## src/pkg/mcr_consts.vh

```
// Register offsets, field positions and reset values of the interrupt-message capability block.
`ifndef MCR_CONSTS_VH
`define MCR_CONSTS_VH

// ----------------------------------------------------------------------------
// Register byte offsets
// ----------------------------------------------------------------------------
`define MCR_OFF_PM_BRIDGE_EXT 8'h56
`define MCR_OFF_PM_DATA_BYTE 8'h57
`define MCR_OFF_CAPABILITY_IDENTIFIER 8'h58
`define MCR_OFF_NEXT_PTR 8'h59
`define MCR_OFF_CONTROL 8'h5a
`define MCR_OFF_ADDRESS 8'h5c
`define MCR_OFF_DATA 8'h60
`define MCR_OFF_SOURCE_SEL 8'h70
`define MCR_OFF_STATUS 8'h74

// ----------------------------------------------------------------------------
// Fixed values and reset values
// ----------------------------------------------------------------------------
`define MCR_CAPABILITY_IDENTIFIER_VAL 8'h05
`define MCR_NEXT_PTR_VAL 8'h64
`define MCR_MULT_CAPABLE 3'h1
`define MCR_ADDR_RESET 32'hfee00000
`define MCR_ADDR_WINDOW 12'hfee
`define MCR_DATA_RESET 16'h0000
`define MCR_ZERO_BYTE 8'h00

// ----------------------------------------------------------------------------
// Field positions and source count
// ----------------------------------------------------------------------------
`define MCR_CTL_ENABLE 0
`define MCR_CTL_MME_HI 6
`define MCR_CTL_MME_LO 4
`define MCR_ADDR_HI_LO 20
`define MCR_ADDR_DEST_MODE 2
`define MCR_ADDR_HINT 3
`define MCR_DATA_TRIGGER 15
`define MCR_DATA_DSTATUS 14
`define MCR_DATA_DEST_MODE 11
`define MCR_DATA_LOW_HI 10
`define MCR_NUM_SOURCES 5

`endif

```

## src/hdl/mcr_msg_launch.v

```verilog
// Launches one upstream message memory write per accepted interrupt request.
`timescale 1ns/1ps

`include "mcr_consts.vh"

module mcr_msg_launch (
    input wire sys_clk,
    input wire resetn,
    input wire clk_en,
    input wire fire,
    input wire [31:0] addr_in,
    input wire [15:0] data_in,
    output reg wr_valid_reg,
    output reg [31:0] wr_addr_reg,
    output reg [31:0] wr_data_reg
);

    // ------------------------------------------------------------------------
    // Write launch register
    // ------------------------------------------------------------------------
    always @(posedge sys_clk) begin
        if (!resetn) begin
            wr_valid_reg <= 1'b0;
            wr_addr_reg <= 32'h00000000;
            wr_data_reg <= 32'h00000000;
        end else if (clk_en) begin
            wr_valid_reg <= fire;
            if (fire) begin
                wr_addr_reg <= {addr_in[31:2], 2'b00};
                wr_data_reg <= {16'h0000, data_in};
            end
        end
    end

endmodule // mcr_msg_launch

```

## src/hdl/mcr_cap_regs.v

```verilog
// Interrupt-message and power-management extension capability registers.
//
// Local design decision: strobed register access.
`timescale 1ns/1ps

`include "mcr_consts.vh"

// Overview of operation
// Capability identifier reads fixed code 05h.
// Next pointer is read-only and returns 64h.
// Message interrupts are memory writes into the FEEx_xxxxh window.
// Control bit 0 selects legacy (0) or message (1); resets clear.
// No source selected means no interrupt of either kind.
// Software writes power-of-two message count, at least one when enabled.
// Requested-message field reads 001b, two messages.
// Wide-address capable bit reads zero; 32-bit addresses only.
// Address bits 31:20 read-write, reset FEEh.
// Destination ID bits 19:12 read-write; may be substituted on redirect.
// Extended destination ID bits 11:4 read-write, reset zero.
// Address bit 3 is the redirection hint.
// Address bit 2 is destination mode, meaningful only with hint set.
// Data bit 15 is trigger mode, edge 0, level 1, reset 0.
// Data bit 14 reads 1 for edge, interrupt input for level.
// Data bit 11 is read-write destination mode like address bit 2.
// Data bits 10:8 delivery mode, 7:0 vector, both reset zero.
// Power-management data byte always reads zero.
// Bridge-extension bits 7 and 6 read zero.
// Message write uses address with low bits zero, data from data register.
module mcr_cap_regs #(
    parameter NUM_SRC = `MCR_NUM_SOURCES
) (
    input wire sys_clk,
    input wire resetn,
    input wire clk_en,
    input wire [7:0] reg_addr,
    input wire [31:0] reg_wdata,
    input wire reg_wr,
    input wire reg_rd,
    output reg [31:0] reg_rdata_reg,
    input wire [NUM_SRC-1:0] int_cond,
    input wire [7:0] dest_override,
    input wire dest_override_en,
    output reg legacy_int_reg,
    output wire msg_wr_valid,
    output wire [31:0] msg_wr_addr,
    output wire [31:0] msg_wr_data
);

    // ------------------------------------------------------------------------
    // Software-visible state
    // ------------------------------------------------------------------------
    reg msi_enable_reg;
    reg [2:0] mult_msg_en_reg;
    reg [29:0] addr_hi_reg;
    reg [15:0] data_reg;
    reg [NUM_SRC-1:0] source_sel_reg;
    reg [NUM_SRC-1:0] cond_prev_reg;
    reg [31:0] msg_count_reg;
    reg [31:0] rdata_next;
    reg level_state_reg;

    wire [31:0] address_word;
    wire [15:0] data_word;
    wire [15:0] control_word;
    wire [NUM_SRC-1:0] cond_live;
    wire [NUM_SRC-1:0] cond_rise;
    wire any_live;
    wire any_rise;
    wire level_mode;
    wire fire;
    wire [7:0] dest_id;
    wire [31:0] launch_addr;
    wire [31:0] addr_reset_word;

    assign addr_reset_word = `MCR_ADDR_RESET;

    // ------------------------------------------------------------------------
    // Source gating
    // ------------------------------------------------------------------------
    genvar gi;
    generate
        for (gi = 0; gi < NUM_SRC; gi = gi + 1) begin : g_src
            assign cond_live[gi] = int_cond[gi] & source_sel_reg[gi];
            assign cond_rise[gi] = cond_live[gi] & ~cond_prev_reg[gi];
        end
    endgenerate

    assign any_live = |cond_live;
    assign any_rise = |cond_rise;
    assign level_mode = data_reg[`MCR_DATA_TRIGGER];

    // Edge mode sends one assertion in each cycle in which any source rises; level mode also
    // sends when the combined input changes state.
    assign fire = msi_enable_reg & (any_rise | (level_mode & (any_live != level_state_reg)));

    // ------------------------------------------------------------------------
    // Register images
    // ------------------------------------------------------------------------
    assign address_word = {addr_hi_reg, 2'b00};
    // Delivery status follows the mode: fixed 1 for edge, input state for level.
    assign data_word = {data_reg[`MCR_DATA_TRIGGER],
                        level_mode ? level_state_reg : 1'b1,
                        2'b00,
                        data_reg[`MCR_DATA_DEST_MODE:0]}; // see
    assign control_word = {8'h00,
                           1'b0,
                           mult_msg_en_reg,
                           `MCR_MULT_CAPABLE,
                           msi_enable_reg};

    // Destination may be replaced when the message is redirected onto the
    // processor bus; the hint and destination mode then pass through.
    assign dest_id = (dest_override_en && address_word[`MCR_ADDR_HINT]) ?
                     dest_override : address_word[19:12]; // see see
    assign launch_addr = {address_word[31:20], dest_id, address_word[11:0]};

    // ------------------------------------------------------------------------
    // Register writes
    // ------------------------------------------------------------------------
    always @(posedge sys_clk) begin
        if (!resetn) begin
            msi_enable_reg <= 1'b0;
            mult_msg_en_reg <= 3'h0;
            addr_hi_reg <= addr_reset_word[31:2]; // see
            data_reg <= `MCR_DATA_RESET; // see
            source_sel_reg <= {NUM_SRC{1'b0}};
        end else if (clk_en && reg_wr) begin
            case (reg_addr)
                `MCR_OFF_CONTROL: begin
                    msi_enable_reg <= reg_wdata[`MCR_CTL_ENABLE];
                    mult_msg_en_reg <= reg_wdata[`MCR_CTL_MME_HI:`MCR_CTL_MME_LO];
                end
                `MCR_OFF_ADDRESS: begin
                    addr_hi_reg <= reg_wdata[31:2]; // see see
                end
                `MCR_OFF_DATA: begin
                    data_reg <= {reg_wdata[15:14], 2'b00, reg_wdata[11:0]};
                end
                `MCR_OFF_SOURCE_SEL: begin
                    source_sel_reg <= reg_wdata[NUM_SRC-1:0];
                end
                default: begin
                    msi_enable_reg <= msi_enable_reg;
                end
            endcase
        end
    end

    // ------------------------------------------------------------------------
    // Interrupt state
    // ------------------------------------------------------------------------
    always @(posedge sys_clk) begin
        if (!resetn) begin
            cond_prev_reg <= {NUM_SRC{1'b0}};
            level_state_reg <= 1'b0;
            legacy_int_reg <= 1'b0;
            msg_count_reg <= 32'h00000000;
        end else if (clk_en) begin
            cond_prev_reg <= cond_live;
            level_state_reg <= any_live;
            legacy_int_reg <= any_live & ~msi_enable_reg; // see
            if (fire) begin
                msg_count_reg <= msg_count_reg + 32'h00000001;
            end
        end
    end

    // ------------------------------------------------------------------------
    // Register reads
    // ------------------------------------------------------------------------
    always @* begin
        rdata_next = 32'h00000000;
        case (reg_addr)
            `MCR_OFF_PM_BRIDGE_EXT: rdata_next = {24'h000000, `MCR_ZERO_BYTE};
            `MCR_OFF_PM_DATA_BYTE: rdata_next = {24'h000000, `MCR_ZERO_BYTE};
            `MCR_OFF_CAPABILITY_IDENTIFIER: rdata_next = {24'h000000, `MCR_CAPABILITY_IDENTIFIER_VAL};
            `MCR_OFF_NEXT_PTR: rdata_next = {24'h000000, `MCR_NEXT_PTR_VAL};
            `MCR_OFF_CONTROL: rdata_next = {16'h0000, control_word};
            `MCR_OFF_ADDRESS: rdata_next = address_word;
            `MCR_OFF_DATA: rdata_next = {16'h0000, data_word};
            `MCR_OFF_SOURCE_SEL: rdata_next = {{(32-NUM_SRC){1'b0}}, source_sel_reg};
            `MCR_OFF_STATUS: rdata_next = msg_count_reg;
            default: rdata_next = 32'h00000000;
        endcase
    end

    always @(posedge sys_clk) begin
        if (!resetn) begin
            reg_rdata_reg <= 32'h00000000;
        end else if (clk_en) begin
            reg_rdata_reg <= reg_rd ? rdata_next : 32'h00000000;
        end
    end

    // ------------------------------------------------------------------------
    // Message write launcher
    // ------------------------------------------------------------------------
    mcr_msg_launch u_launch (
        .sys_clk(sys_clk),
        .resetn(resetn),
        .clk_en(clk_en),
        .fire(fire),
        .addr_in(launch_addr),
        .data_in(data_word),
        .wr_valid_reg(msg_wr_valid),
        .wr_addr_reg(msg_wr_addr),
        .wr_data_reg(msg_wr_data)
    ); // see

endmodule // mcr_cap_regs

```

## config.mk

```make
export PLATFORM = sky130hd
export DESIGN_NAME = mcr_cap_regs
export DESIGN_NICKNAME = d
export VERILOG_FILES = /design/src/hdl/mcr_msg_launch.v /design/src/hdl/mcr_cap_regs.v
export VERILOG_INCLUDE_DIRS = /design/src /design/src/pkg
export SDC_FILE = /design/constraint.sdc
export NUM_CORES = 1
export LEC_CHECK = 0
export BUFFER_PORTS_ARGS = -buffer_cell sky130_fd_sc_hd__buf_2
export CORE_MARGIN = 5
export CORE_UTILIZATION = 55
export DETAILED_ROUTE_END_ITERATION = 12
export PLACE_DENSITY_LB_ADDON = 0.1
export RECOVER_POWER = 25
export REMOVE_ABC_BUFFERS = 1
export SKIP_LAST_GASP = 1
export SLEW_MARGIN = 20
export SYNTH_ARGS = -nofsm -noshare
export SYNTH_HDL_FRONTEND = slang
export SYNTH_SLANG_ARGS = --single-unit
```

## constraint.sdc

```tcl
create_clock -name sys_clk -period 4.61 [get_ports sys_clk]
set_clock_uncertainty 0.05 [all_clocks]
set_input_delay 0.922 -clock sys_clk [delete_from_list [all_inputs] [get_ports sys_clk]]
set_output_delay 0.922 -clock sys_clk [all_outputs]
set_load 0.1 [all_outputs]
```

---- After elaboration in Yosys (flattened, before gate mapping) ----
Index checks and enable logic that the tools add are counted.
cells by class
  equal/unequal tests ..................... 8
  add/sub/neg operators ................... 1
  muxes and demuxes ....................... 4
  reductions and logical operators ........ 9
  bitwise operators ....................... 20
operators with widths
  cell                                                              number
  32-bit one-hot mux with 7 select lines                            1
  8-bit by 7-bit == test with 1-bit output (second input constant)  7
  32-bit by 1-bit adder with 32-bit output (second input constant)  1
  32-bit 2-to-1 mux                                                 1
  1-bit AND                                                         13
  2-bit AND reduction                                               5
  5-bit OR reduction                                                2
  8-bit 2-to-1 mux                                                  1
  1-bit NOT                                                         6
  1-bit logical AND                                                 2
  1-bit 2-to-1 mux                                                  1
  1-bit != test                                                     1
  1-bit OR                                                          1
storage, ports and cells
  bits of input ports ..................... 59
  register bits after elaboration ......... 169
  output and inout port bits .............. 98

---- Depth between registers and ports, before layout ----
  depth after elaboration ................. 7
  mapped depth ............................ 8
  mapped depth without buffers ............ 6

---- Hierarchy ----
From an unflattened synthesis, not the netlist that was laid out.
unflattened totals
  cells, all modules ...................... 901
  area total of the unflattened synthesis .. 7701.1 um2
by module, submodules not included
  module          area each (um2)  times used  cells each
  mcr_cap_regs    5640.4           1           669
  mcr_msg_launch  2060.7           1           232

---- Worst setup path after synthesis ----
No wires, ideal clock.
  path kind ............................... input -> register
  start point ............................. input reg_addr[1]
  end point ............................... register data_reg[10]
  path buffers ............................ 3
  stages on the path ...................... 8
  library setup time ...................... 0.128 ns
  setup slack ............................. 1.828 ns
  data arrival time ....................... 2.604 ns
  cells stage by stage .................... buf_2 > or4b_1 > buf_2 > nor4_4 > nand3_2 > buf_2 > mux2i_1 > nor2_1
between the ends
  cells in the longest elaborated chain, start to end .. 2
RTL lines
  element                                   RTL line            text
  start: declaration                        mcr_cap_regs.v:35   input wire [7:0] reg_addr,
  8-bit by 7-bit == test with 1-bit output  mcr_cap_regs.v:128  case (reg_addr)
  2-bit AND reduction (no line)             n/a
  end signal: assignment                    mcr_cap_regs.v:125  data_reg <= `MCR_DATA_RESET;
  end signal: assignment                    mcr_cap_regs.v:137  data_reg <= {reg_wdata[15:14], 2'b00, reg_wdata[11:0]};
  end: declaration                          mcr_cap_regs.v:55   reg [15:0] data_reg;
No other way between the ends.
A chain may end at the register's enable or synchronous reset.

---- Worst setup path after layout ----
  start point ............................. input resetn
  end point ............................... register source_sel_reg[1]
RTL lines
  element                 RTL line            text
  start: declaration      mcr_cap_regs.v:33   input wire resetn,
  end signal: assignment  mcr_cap_regs.v:126  source_sel_reg <= {NUM_SRC{1'b0}};
  end signal: assignment  mcr_cap_regs.v:140  source_sel_reg <= reg_wdata[NUM_SRC-1:0];
  end: declaration        mcr_cap_regs.v:56   reg [NUM_SRC-1:0] source_sel_reg;
No word-level cell between the ends.

==> Flow_metrics.wiki <==
{| class="wikitable"
! Metric !! Value
|-
| Floorplan row count || 43
|-
| Flip-flop and latch area || 3360 µm²
|-
| Worst-case setup slack after placement || 1.19 ns
|-
| Wire length of the first global-routing pass || 34000 µm
|-
| Die height || 130 µm
|-
| Final Slew Violations || 51
|-
| Number of max-cap violations || 1
|-
| Count of buffers from port buffering || 136
|-
| Required time at the worst-slack endpoint || 4.82 ns
|-
| Effective utilization at floorplan || 56.4%
|-
| Element type at the critical path end || register
|-
| Unique cell type count in the Yosys netlist || 51
|-
| Post-detailed-route count of antenna-violating nets || 0
|-
| Post-synthesis cell count || 936
|-
| Xor/xnor cell area share of the yosys netlist || 0%
|-
| Min setup slack post-route || 1.57 ns
|-
| Fraction of the mapped netlist area in simple logic gates || 21.4%
|-
| # IOs || 157
|-
| Number of flops mapped to enable cells by yosys || 0
|-
| Fraction of synthesized cell area taken by the top area cell type || 42.8%
|-
| Dominant combinational cell family by area after synthesis || compound AO/OA/AOI/OAI gates
|-
| Clock root cell || clkbuf_16
|-
| Startpoint types || input port
|-
| Fraction of layout cells with a size suffix above 1 || 13.1%
|-
| Least-Margin Pin Slew || 1.76 ns
|-
| Summed instance area of the synthesized netlist || 7860 µm²
|-
| CP max FO || 50
|-
| Most common cell in the synthesized netlist || dfxtp_1
|-
| Overall die width || 130 µm
|-
| Top cell family by delay on the critical path || buffers and inverters
|-
| Violations in the final reports || capacitance limit, slew limit
|-
| Critical-path top delay cell || inv_1
|-
| HPWL after detailed placement || 14100 µm
|-
| Worst flop-to-flop path startpoint || source_sel_reg[3]
|-
| Total Die Area || 16800 µm²
|-
| Final routed wirelength across all metal layers || 21000 µm
|-
| Antenna violations before repair || 1
|-
| Synthesis-to-layout area growth || 15.4%
|-
| Setup repair after global routing missed its margin || no
|-
| Area used by multi-input combinational logic || 4010 µm²
|-
| Deepest clock path buffer count || 2
|-
| Number of buffer and inverter stages on the critical path || 3
|-
| Seq/Total Area, Yosys || 42.8%
|-
| Cell chain of the critical path || buf_2, inv_1, clkbuf_1, nor2_1
|-
| Worst rel slew slack || -17.4%
|-
| Compound-gate portion of the synthesized area || 21.9%
|-
| Leakage component of the power || 3.31 nW
|-
| Prevailing post-synth register cell || dfxtp_1
|-
| Number of standard cells in the layout, taps in and fillers out || 1225
|-
| CP Class || in -> reg
|-
| Count of clock tree sinks || 168
|-
| Total placed cells including tap cells || 1194
|-
| Vias per inst || 5.86
|-
| Synth area leaders || dfxtp_1, mux2i_1, nand2_1
|-
| DRC errors left || 0
|-
| Net count of the finished layout || 1093
|-
| Final critical delay including setup and external delays || 3.04 ns
|-
| Most used standard cells in the synthesized netlist || dfxtp_1, nand2_1, a21oi_1
|-
| Final setup violation count || 0
|-
| Critical path data arrival time || 3.25 ns
|-
| Final cycle utilization of the critical path || 65.9%
|-
| Reg clk slew, reported paths || 0.06 ns
|-
| Critical path origin || resetn
|-
| Largest area contributor in the netlist || dfxtp_1
|-
| Mean cell area of the mapped netlist || 8.40 µm²
|-
| Filler cell count in the final layout || 1273
|-
| Portion of netlist area occupied by mux cells || 6.24%
|-
| PD cells || 335 nW/µm²
|-
| Vias in the first global route || 6746
|-
| Maximum number of pins on one net before global-route repair || 96
|-
| Number of setup buffers added after CTS || 0
|-
| Antenna cell count || 0
|-
| Crit-path max cell delay || 1.23 ns
|-
| Adder-cell area share of the yosys netlist || 0.287%
|-
| Average routed wire per standard cell || 17.2 µm
|-
| Source-to-sink clock delay at the later pin of the worst-skew pair || 0.42 ns
|-
| All-Layer GR Usage || 25.1%
|-
| CTS tree || done
|-
| Hold WC Path Type || reg -> reg
|-
| Placer congestion estimate || 0.884
|-
| Total gr overflow || 0
|-
| Vias after detailed routing || 7177
|-
| Fraction of registers with async set/reset || 0%
|-
| Startpoint of the lowest-slack hold path || u_launch.wr_addr_reg[31]
|-
| Status || finished, violations left
|-
| Cts bufs inserted || 17
|-
| Count of state elements after synthesis || 168
|-
| Hold violation total from the final report || 0
|-
| H-tree levels || 4
|-
| Resized cells post-CTS || 0
|-
| DR pass1 iterations || 5
|-
| Core Box Area || 13900 µm²
|-
| Count of yosys warnings during synthesis || 0
|-
| Max rail drop VDD || 267 µV
|-
| Number of hold buffers added after cts || 0
|-
| Max frequency || 329 MHz
|-
| Initial drt markers || 523
|}
[metrics by stage]
step | hold slack (ns) | instance area, µm² | setup TNS [ns] | util, % | power, mW
3_5_place_dp | 0.402 | 8560 | 0 | 61.4 | 1.66
4_1_cts | 0.410 | 9140 | 0 | 65.6 | 3.06
5_1_grt | 0.431 | 9070 | 0 | 65.1 | 3.13
2_1_floorplan | 0.393 | 7470 | -2.13 | - | 1.58
6_report | 0.410 | 9070 | 0 | 65.1 | 3.04
3_3_place_gp | 0.400 | 8560 | 0 | 61.4 | 1.66
[worst min-delay path, delay by kind of cell (launching register included)]
| kind | cells | cell delay [ns] |
|---|---|---|
| compound gates | 1 | 0.05 |
| flops | 1 | 0.31 |
| simple gates | 1 | 0.06 |
[path summary, 6_finish.rpt]
kind	slack, ns	endpoint	cells after the start
max	1.57	source_sel_reg[1]	4
min	0.41	u_launch.wr_addr_reg[31]	2
max reg2reg	1.91	u_launch.wr_addr_reg[16]	5
min reg2reg	0.41	u_launch.wr_addr_reg[31]	2
[placed cells by master, fill, tap and decap left out, drive strengths merged, types with 9 or more instances in the layout]
master and n:
a22oi 28, o21ai 14, nand2b 38, a211oi 9, buf 100, and3 12, o22ai 24, nor2 39
inv 33, o211ai 39, and2 26, a21oi 86, conb 20, mux2i 49, nand4 10, nand2 116
nand3 67, dfxtp 168, clkbuf 77
[routing by layer]
| metal | part of all wire, % | vias to the layer above | track usage [%] |
|---|---|---|---|
| met5 | 0.062 | - | 0 |
| met3 | 5.2 | 23 | 4.74 |
| met2 | 49 | 214 | 42.8 |
| li1 | - | 3515 | - |
| met4 | 1.4 | 2 | 7.15 |
| met1 | 45 | 3423 | 32.6 |
[logic make-up after synthesis]
group                    count (synthesis)
AND/OR/NAND/NOR                        334
AO/OA/AOI/OAI                          253
flip-flops                             168
buffers and inverters                  129
multiplexers                            49
adder cells (fa/ha/maj)                  2
other                                    1
[power breakdown]
group,internal (mW),total [mW],switching (mW),leakage (nW)
Combinational,0.0318,0.173,0.141,1.67
Clock,0.860,1.42,0.557,0.280
Sequential,1.45,1.45,0.000782,1.35
Total,2.34,3.04,0.698,3.31
[area by class of cell]
type,instances,area share (%)
timing repair buffer,155,8.43
tap,180,2.48
sequential,168,37.1
multi-input combinational,658,44.3
inverter,33,1.37
clock inverter,9,1.38
clock buffer,22,5.01
Note: power is estimated with default switching activity, not from simulation.
